**src/hw/gate_drive_cfg_params.svh**
```systemverilog
`ifndef GATE_DRIVE_CFG_PARAMS_SVH
`define GATE_DRIVE_CFG_PARAMS_SVH
`define OFS_CHARGE 5'h0b
`define OFS_DISCHARGE 5'h0c
`define OFS_LIMIT 5'h0d
`define RST_ACT_CHARGE 16'h18c6
`define RST_FW_DRIVE 16'h18c6
`define RST_ACT_DISCHARGE 16'h1ce7
`define RST_PREDRAIN 16'h318c
`define RST_LIMIT_TIMING 16'h4900
`define MASK_CHARGE 16'h7fff
`define MASK_DISCHARGE 16'hffff
`define MASK_LIMIT 16'h7fff
`define SENSE_LOAD_BIT 15
`define CODE_W 5
`define LIMIT_W 2
`define TIME_W 3
`define BLANK4_LSB 12
`define CCP4_LSB 9
`define BLANK3_LSB 6
`endif

```
**src/hw/gate_drive_cfg_pkg.sv**
```systemverilog
package gate_drive_cfg_pkg;
    typedef logic [15:0] cfg_word_t;
    typedef logic [4:0] cfg_code_t;
    typedef logic [1:0] limit_code_t;
    typedef logic [2:0] time_code_t;
    // Drive phase of one channel, used to pick which code drives the gate
    typedef enum logic [2:0] {
        PH_IDLE = 3'h0,
        PH_PRECHARGE = 3'h1,
        PH_CHARGE = 3'h2,
        PH_POSTCHARGE = 3'h3,
        PH_PREDISCHARGE = 3'h4,
        PH_DISCHARGE = 3'h5
    } phase_t;
endpackage

```
**src/hw/cfg_word_reg.sv**
```systemverilog
`timescale 1ns/10ps
// One 16-bit register; bits outside the write mask hold zero forever
module cfg_word_reg #(
    parameter logic [15:0] RESET_VALUE = 16'h0000,
    parameter logic [15:0] WRITE_MASK = 16'hffff
) (
    input wire logic clk,
    input wire logic rst_n,
    input wire logic wr_en,
    input wire logic [15:0] wr_data,
    output logic [15:0] value
);
    logic [15:0] value_reg;
    always_ff @(posedge clk or negedge rst_n) begin
        if (!rst_n) begin
            value_reg <= RESET_VALUE & WRITE_MASK;
        end else if (wr_en) begin
            value_reg <= wr_data & WRITE_MASK;
        end
    end
    assign value = value_reg;
endmodule

```
**src/hw/channel_drive_select.sv**
```systemverilog
`timescale 1ns/10ps
// Picks the current code for one channel from its phase and side
module channel_drive_select (
    input wire logic freewheel_side,
    input wire gate_drive_cfg_pkg::phase_t phase,
    input wire logic [4:0] turnon_code,
    input wire logic [4:0] turnoff_code,
    input wire logic [4:0] freewheel_code,
    input wire logic [4:0] predrain_code,
    output logic [4:0] drive_code,
    output logic use_limit
);
    always_comb begin
        drive_code = 5'h00;
        use_limit = 1'b0;
        case (phase)
            gate_drive_cfg_pkg::PH_PRECHARGE,
            gate_drive_cfg_pkg::PH_POSTCHARGE: begin
                use_limit = 1'b1;
            end
            gate_drive_cfg_pkg::PH_PREDISCHARGE: begin
                use_limit = 1'b1;
                drive_code = predrain_code;
            end
            gate_drive_cfg_pkg::PH_CHARGE: begin
                drive_code = freewheel_side ? freewheel_code : turnon_code;
            end
            gate_drive_cfg_pkg::PH_DISCHARGE: begin
                drive_code = freewheel_side ? freewheel_code : turnoff_code;
            end
            default: begin
                drive_code = 5'h00;
            end
        endcase
    end
endmodule

```
**src/hw/gate_drive_current_cfg_bank.sv**
```systemverilog
`timescale 1ns/10ps
`include "gate_drive_cfg_params.svh"
module gate_drive_current_cfg_bank (
    // Clock and reset
    input wire logic clk,
    input wire logic rst_n,
    // Register access from the serial front end
    input wire logic bank_sel,
    input wire logic [4:0] reg_addr,
    input wire logic reg_wr,
    input wire logic reg_rd,
    input wire logic [15:0] reg_wdata,
    output logic [15:0] reg_rdata,
    output logic reg_hit,
    // Per-channel side in bit n and drive phase, channel n in bits 3n+2:3n
    input wire logic [2:0] freewheel_side,
    input wire logic [8:0] phase_bus,
    // Drive controls to the analog gate drivers
    output logic [14:0] drive_code_bus,
    output logic [2:0] limit_active,
    output logic [5:0] predrive_limit_bus,
    output logic [2:0] active_blanking_time_3,
    output logic [2:0] active_blanking_time_4,
    output logic [2:0] active_cross_conduction_time_4,
    output logic sense_load_large
);
    logic [15:0] act_charge;
    logic [15:0] fw_drive;
    logic [15:0] act_discharge;
    logic [15:0] predrain;
    logic [15:0] limit_timing;
    logic wr_act_charge;
    logic wr_fw_drive;
    logic wr_act_discharge;
    logic wr_predrain;
    logic wr_limit;
    logic hit;
    logic [15:0] rd_mux;
    logic [14:0] code_next;
    logic [2:0] use_limit_next;

    // Bank select steers each write at 0x0b or 0x0c to exactly one of the aliased pair
    always_comb begin
        wr_act_charge = 1'b0;
        wr_fw_drive = 1'b0;
        wr_act_discharge = 1'b0;
        wr_predrain = 1'b0;
        wr_limit = 1'b0;
        if (reg_addr == `OFS_CHARGE) begin
            wr_act_charge = reg_wr && !bank_sel;
            wr_fw_drive = reg_wr && bank_sel;
        end else if (reg_addr == `OFS_DISCHARGE) begin
            wr_act_discharge = reg_wr && !bank_sel;
            wr_predrain = reg_wr && bank_sel;
        end else if (reg_addr == `OFS_LIMIT) begin
            // The bank-1 twin at this offset lives in another block
            wr_limit = reg_wr && !bank_sel;
        end
    end

    cfg_word_reg #(
        .RESET_VALUE(`RST_ACT_CHARGE),
        .WRITE_MASK(`MASK_CHARGE)
    ) u_act_charge (
        .clk(clk),
        .rst_n(rst_n),
        .wr_en(wr_act_charge),
        .wr_data(reg_wdata),
        .value(act_charge)
    );

    cfg_word_reg #(
        .RESET_VALUE(`RST_FW_DRIVE),
        .WRITE_MASK(`MASK_CHARGE)
    ) u_fw_drive (
        .clk(clk),
        .rst_n(rst_n),
        .wr_en(wr_fw_drive),
        .wr_data(reg_wdata),
        .value(fw_drive)
    );

    cfg_word_reg #(
        .RESET_VALUE(`RST_ACT_DISCHARGE),
        .WRITE_MASK(`MASK_DISCHARGE)
    ) u_act_dis (
        .clk(clk),
        .rst_n(rst_n),
        .wr_en(wr_act_discharge),
        .wr_data(reg_wdata),
        .value(act_discharge)
    );

    cfg_word_reg #(
        .RESET_VALUE(`RST_PREDRAIN),
        .WRITE_MASK(`MASK_DISCHARGE)
    ) u_predrain (
        .clk(clk),
        .rst_n(rst_n),
        .wr_en(wr_predrain),
        .wr_data(reg_wdata),
        .value(predrain)
    );

    cfg_word_reg #(
        .RESET_VALUE(`RST_LIMIT_TIMING),
        .WRITE_MASK(`MASK_LIMIT)
    ) u_limit (
        .clk(clk),
        .rst_n(rst_n),
        .wr_en(wr_limit),
        .wr_data(reg_wdata),
        .value(limit_timing)
    );

    always_comb begin
        hit = 1'b1;
        rd_mux = 16'h0000;
        if (reg_addr == `OFS_CHARGE) begin
            rd_mux = bank_sel ? fw_drive : act_charge;
        end else if (reg_addr == `OFS_DISCHARGE) begin
            rd_mux = bank_sel ? predrain : act_discharge;
        end else if (reg_addr == `OFS_LIMIT && !bank_sel) begin
            rd_mux = limit_timing;
        end else begin
            hit = 1'b0;
        end
    end

    // Read data registered so every output comes from a flop
    always_ff @(posedge clk or negedge rst_n) begin
        if (!rst_n) begin
            reg_rdata <= 16'h0000;
            reg_hit <= 1'b0;
        end else begin
            reg_rdata <= reg_rd ? rd_mux : 16'h0000;
            reg_hit <= (reg_rd || reg_wr) && hit;
        end
    end

    genvar ch;
    generate
        for (ch = 0; ch < 3; ch++) begin : g_ch
            logic [2:0] ph_now;
            assign ph_now = phase_bus[3*ch +: 3];

            channel_drive_select u_sel (
                .freewheel_side(freewheel_side[ch]),
                .phase(gate_drive_cfg_pkg::phase_t'(phase_bus[3*ch +: 3])),
                .turnon_code(act_charge[5*ch +: 5]),
                .turnoff_code(act_discharge[5*ch +: 5]),
                .freewheel_code(fw_drive[5*ch +: 5]),
                .predrain_code(predrain[5*ch +: 5]),
                .drive_code(code_next[5*ch +: 5]),
                .use_limit(use_limit_next[ch])
            );

        end
    endgenerate

    always_ff @(posedge clk or negedge rst_n) begin
        if (!rst_n) begin
            drive_code_bus <= 15'h0000;
            limit_active <= 3'h0;
        end else begin
            drive_code_bus <= code_next;
            limit_active <= use_limit_next;
        end
    end

    // Static settings fanned out to the analog side
    always_ff @(posedge clk or negedge rst_n) begin
        if (!rst_n) begin
            predrive_limit_bus <= 6'h00;
            active_blanking_time_3 <= 3'h4;
            active_blanking_time_4 <= 3'h4;
            active_cross_conduction_time_4 <= 3'h4;
            sense_load_large <= 1'b0;
        end else begin
            predrive_limit_bus <= limit_timing[5:0];
            active_blanking_time_3 <= limit_timing[`BLANK3_LSB +: `TIME_W];
            active_blanking_time_4 <= limit_timing[`BLANK4_LSB +: `TIME_W];
            active_cross_conduction_time_4 <= limit_timing[`CCP4_LSB +: `TIME_W];
            // Either bank's copy at 0x0c can be last written; the active one rules
            sense_load_large <= act_discharge[`SENSE_LOAD_BIT];
        end
    end
endmodule

```
**config.mk**
```make
export PLATFORM = sky130hd
export DESIGN_NAME = gate_drive_current_cfg_bank
export DESIGN_NICKNAME = d
export VERILOG_FILES = /design/src/hw/gate_drive_cfg_pkg.sv /design/src/hw/cfg_word_reg.sv /design/src/hw/channel_drive_select.sv /design/src/hw/gate_drive_current_cfg_bank.sv
export VERILOG_INCLUDE_DIRS = /design/src /design/src/hw
export SDC_FILE = /design/constraint.sdc
export NUM_CORES = 1
export LEC_CHECK = 0
export ABC_CLOCK_PERIOD_IN_PS = 1120
export BUFFER_PORTS_ARGS = -buffer_cell sky130_fd_sc_hd__buf_2
export CAP_MARGIN = 10
export CORE_ASPECT_RATIO = 0.7
export CORE_MARGIN = 5
export CORE_UTILIZATION = 55
export DETAILED_ROUTE_END_ITERATION = 12
export GPL_ROUTABILITY_DRIVEN = 1
export HOLD_SLACK_MARGIN = 0.06
export PLACE_DENSITY = 0.78
export RECOVER_POWER = 25
export SYNTH_ARGS = -nofsm -noshare
export SYNTH_HDL_FRONTEND = slang
export SYNTH_SLANG_ARGS = --single-unit
```
**constraint.sdc**
```tcl
create_clock -name clk -period 1.12 [get_ports clk]
set_input_delay 0.112 -clock clk [delete_from_list [all_inputs] [get_ports clk]]
set_output_delay 0.112 -clock clk [all_outputs]
set_load 0.01 [all_outputs]
```
* Yosys cells after proc, flatten, opt, wreduce, memory -nomap -nowiden
Index checks and enable logic that the tools add are counted.
** Word-level totals
- Flip-flop bits (word level) :: 128
- Input bits :: 38
- Output and inout bits :: 51
- Logic and storage cells :: 71
** Operators by class
- Equality and inequality tests :: 18
- Muxes and demuxes :: 30
- Reductions and logical operators :: 9
** Operators with widths (count)
- $mux 16 :: 4
- $pmux 5 s3 :: 3
- $mux 15 :: 2
- $mux 5 :: 6
- $eq 3x2->1 const B :: 6
- $eq 3x3->1 const B :: 6
- $eq 5x4->1 const B :: 3
- $mux 1 :: 15
- $eq 3x1->1 const B :: 3
- $reduce_or 3->1 :: 3
- $logic_and 1x1->1 :: 4
- $logic_not 1->1 :: 1
- $logic_or 1x1->1 :: 1

* Depth between registers and ports, before layout
- Depth after elaboration :: 6
- Gate-level depth with buffers :: 5
- Mapped depth without buffers :: 3

* Modules after synthesis
From an unflattened synthesis, not the netlist that was laid out.
** Second synthesis, totals
- Cell total of the unflattened synthesis :: 443
- Area total of the unflattened synthesis :: 6127.1 sq um
** Modules (own cells, without submodules)
- gate_drive_current_cfg_bank :: times used 1, cells each 180, area each 2223.4 sq um, seq. area each 1280.0 sq um
- cfg_word_reg at u_act_charge ... :: times used 2, cells each 34, area each 631.9 sq um, seq. area each 382.9 sq um
- channel_drive_select :: times used 3, cells each 31, area each 231.5 sq um, seq. area each 0.0 sq um
- cfg_word_reg at u_act_dis :: times used 1, cells each 34, area each 660.6 sq um, seq. area each 411.6 sq um
- cfg_word_reg at u_predrain :: times used 1, cells each 34, area each 656.9 sq um, seq. area each 407.9 sq um
- cfg_word_reg at u_limit :: times used 1, cells each 34, area each 628.1 sq um, seq. area each 379.1 sq um

* Worst setup path after synthesis
No wires, ideal clock.
- Path type :: input to register
- Start point :: input port reg_addr[2]
- End point :: register u_act_charge.value_reg[10], in the netlist u_act_charge.value[10]
- Setup time :: 125 ps
- Data arrival time :: 1195 ps
- Data required time :: 995 ps
- Setup slack :: -200 ps
- Cell stages on the path :: 4
- Path buffers :: 1
- Cell sequence :: nand3b_1 -> nor3b_4 -> buf_6 -> mux2_2
** On the way
- Cells in the longest elaborated chain, start to end :: 2
** RTL lines
- start, declared :: RTL line gate_drive_current_cfg_bank.sv:9 : input wire logic [4:0] reg_addr,
- $eq 5x4->1 (no line)
- $mux 1 :: RTL line gate_drive_current_cfg_bank.sv:49 : if (reg_addr == `OFS_CHARGE) begin
- end signal, assigned :: RTL line cfg_word_reg.sv:16 : value_reg <= RESET_VALUE & WRITE_MASK;
- end signal, assigned :: RTL line cfg_word_reg.sv:18 : value_reg <= wr_data & WRITE_MASK;
- end, declared :: RTL line cfg_word_reg.sv:13 : logic [15:0] value_reg;
No other way between the ends.
A chain may end at the register's enable or synchronous reset.

* Worst setup path after layout
- Start point :: register active_blanking_time_4[2]
- End point :: output port active_blanking_time_4[2]
** RTL lines
- start, declared :: RTL line gate_drive_current_cfg_bank.sv:23 : output logic [2:0] active_blanking_time_4,
- start signal, assigned :: RTL line gate_drive_current_cfg_bank.sv:182 : active_blanking_time_4 <= limit_timing[`BLANK4_LSB +: `TIME_W];
No word-level cell between the ends.

==> results by group <==
Status
  – Status: complete, but fails checks
  – Failing checks: setup timing

Global routing
  – First-pass GRT wire length: approximately 24 mm
  – Largest net degree at the start of global routing: 40
  – Initial antenna violation count: 0
  – All-Layer GR Usage: between 20% and 30%
  – Overflow after GRT: 0
  – Vias in the first global route: about 4500

Detailed routing
  – TritonRoute pass-1 iters: 5
  – Top Layer Used: met4
  – Number of remaining DRC errors: 0
  – Met1 WL: approximately 6.7 mm
  – WL/cell: ~20 µm
  – Final wirelength: 15.3 mm
  – Met3 WL: just under 900 µm
  – Antenna-violating nets left: 0
  – Via count: about 4400
  – Vias/cell: around 5.8
  – Detail Route met2 WL: ~7.3 mm
  – Initial DRC count: ~490

Synthesis
  – Most frequent cell after synthesis: mux2_2
  – Post-synth EDFFs: 0
  – Yosys cell types: 43
  – Syn Area/Cell: 13.3 µm²
  – Post-Synthesis Cells: 439
  – Sequential share of the synthesized area: about 56%
  – Synth area leaders: dfrtp_1 41%, mux2_2 20%, dfstp_2 15%
  – Commonest cells post-synth: 106 x mux2_2, 95 x dfrtp_1, 33 x dfstp_2
  – Synthesized net count: 477
  – Mapped cell area: a little under 6000 µm²
  – Warnings from Yosys: 0
  – Post-synth ARST share: between 90% and 100%
  – Synth top area share: 40.7%
  – Seq cells post-synth: about 130
  – Synth area leader: dfrtp_1
  – Ys flop type: dfrtp_1

Clock tree
  – Clk_lat worst skew: between 0.4 and 0.5 ns
  – Reg clk slew, reported paths: 0.06 ns
  – Root buffer cell: clkbuf_16
  – TritonCTS clock tree: done
  – Clk buf depth: 2
  – CTS Hold Buffers Added: 21
  – Clock buffer count from CTS: 17
  – Clock Sinks: ~130
  – H-tree levels: 4

Place
  – Placer Congestion: about 0.82
  – DP HPWL: roughly 9.9 mm
  – PortBufs: between 80 and 90
  – Place WS: -0.311 ns

Setup path
  – Worst setup EP type: output port
  – Critical path buffer and inverter count: 1
  – Worst r2r src: u_fw_drive.value[3]
  – Register-to-Register Path Depth: 3
  – Slowest cell on the critical path: dfstp_2
  – Crit path DAT: 1.03 ns
  – Critical path fanouts, max: 1
  – R2r endpoint: reg_rdata[3]
  – Critical Path Stages: 1
  – Setup Crit Path Kind: reg -> out
  – CP top delay family: flip-flops
  – Setup slack, reg-to-reg: approximately 0.010 ns
  – WP data required: 1.01 ns
  – Critical-path cell list: buf_6
  – CP max stage delay: 0.52 ns
  – Crit path launch type: register

STA
  – Final Worst Setup Slack: -0.0231 ns
  – Fin Hold WS: between 0.03 and 0.04 ns
  – Worst-Margin Slew: 0.531 ns
  – Fmax: between 0.8 and 0.9 GHz
  – Slew headroom: 64.6%
  – Final min period: about 1.1 ns
  – Unrepaired setup endpoints after global routing: true
  – Period utilization: 102%
  – Final Setup Violations: 3
  – Final hold vios: 0
  – Fin. max-slew vios: 0
  – Max Clock Skew: around 0.0063 ns

Floorplan
  – Core ar.: about 10000 µm²
  – Height of the chip: 96.2 µm
  – Std-Cell Rows: 31
  – Die W: between 100 and 150 µm
  – Io pins: 89
  – Initial Utilization: between 50% and 60%
  – Die area: 12800 µm²

Power and ir drop
  – LEAKAGE: between 3 and 4 nW
  – Power Dens Cells: between 1500 and 2000 nW/µm²
  – VDD IR max: about 0.0013 V

Hold path
  – Worst Hold End: drive_code_bus[9]
  – HP Class: in -> reg
  – Min-Delay Path Depth: 3
  – Min-delay src: phase_bus[5]

Finish
  – Area delta synth->final: 32.8%
  – N_diodes: 0
  – Layout cell share with drive strength beyond 1: about 55%
  – Final nets: approximately 640

Job
  – Max cap viols: 0
==> per-stage QoR <==
stage	instance area, µm²	total power, mW	cells	util, %	TNS, ns
after floorplan	5910	6.47	439	-	-3.58
after global placement	6920	7.21	690	66.8	-19.17
after detailed placement	6920	7.30	690	66.8	-22.59
after CTS	7740	12.6	743	74.7	-0.0947
after global routing	7760	13.1	745	75.0	-0.208
final	7760	12.6	745	75.0	-0.0606
==> logic make-up (layout without fill, tap and decap cells) <==
| family | Yosys count | after routing | synth area share (%) |
|---|---|---|---|
| AOI/OAI and AO/OA | 68 | 68 | 8.20 |
| buffers and inverters | 33 | 207 | 2.87 |
| DFF | 128 | 128 | 55.5 |
| muxes | 118 | 118 | 22.5 |
| and+or+nand+nor | 92 | 92 | 10.9 |
==> how the worst max path moves through the flow <==
stage | from | to | slack (ns)
6_report | active_blanking_time_4[2] | active_blanking_time_4[2] | -0.02
5_1_grt | active_blanking_time_4[2] | active_blanking_time_4[2] | -0.05
4_1_cts | active_blanking_time_4[2] | active_blanking_time_4[2] | -0.03
3_5_place_dp | bank_sel | reg_rdata[5] | -0.31
3_3_place_gp | bank_sel | reg_rdata[5] | -0.31
2_1_floorplan | reg_addr[2] | u_act_charge.value[10] | -0.19
==> power by group <==
group | switching (mW) | internal [mW]
logic | 0.833 | 0.974
registers | 0.324 | 5.24
clock network | 2.00 | 3.26
total | 3.15 | 9.48
==> final cells by class <==
type / count / area (µm²)
multi-input cells: 278 / 2550
fillers: 640 / 2590
flip-flops and latches: 128 / 3240
well taps: 132 / 165
clock inverters: 10 / 85.1
clock buffers: 22 / 484
repair buffers: 171 / 1220
inverters: 4 / 15.0
==> tightest hold or removal path, cell delays in order <==
cell	delay, ns
buf_2	0.09
or3b_2	0.12
o21ai_1	0.08
==> routing by layer <==
metal,vias up,GRT usage (%)
met1,2214,32.3
li1,1957,-
met5,-,0
met4,0,8.39
met3,25,6.64
met2,156,40.3
==> cell usage in the layout, fill, tap and decap left out, types with 10 or more instances in the layout <==
cell and instances:
mux2_2 95, dfrtp_1 95, buf_2 84, buf_4 52, dfstp_2 31, dlygate4sd3_1 21, clkbuf_16 17, nor2_1 15
nand3_1 15, nand4b_1 15, a31oi_1 15, nand2b_1 14, mux2_4 11, mux2i_1 10, nand3b_1 10
==> what timing repair did <==
action | 4_1_cts | 5_1_grt
setup buffers | 0 | 2
pin swaps | 0 | 4
endpoints found under the hold margin | 197 | 1
cloned | 0 | 0
gates resized for setup | 7 | 14
setup endpoints to repair | 7 | 16
No activity file was read; power rests on OpenSTA's default activity.
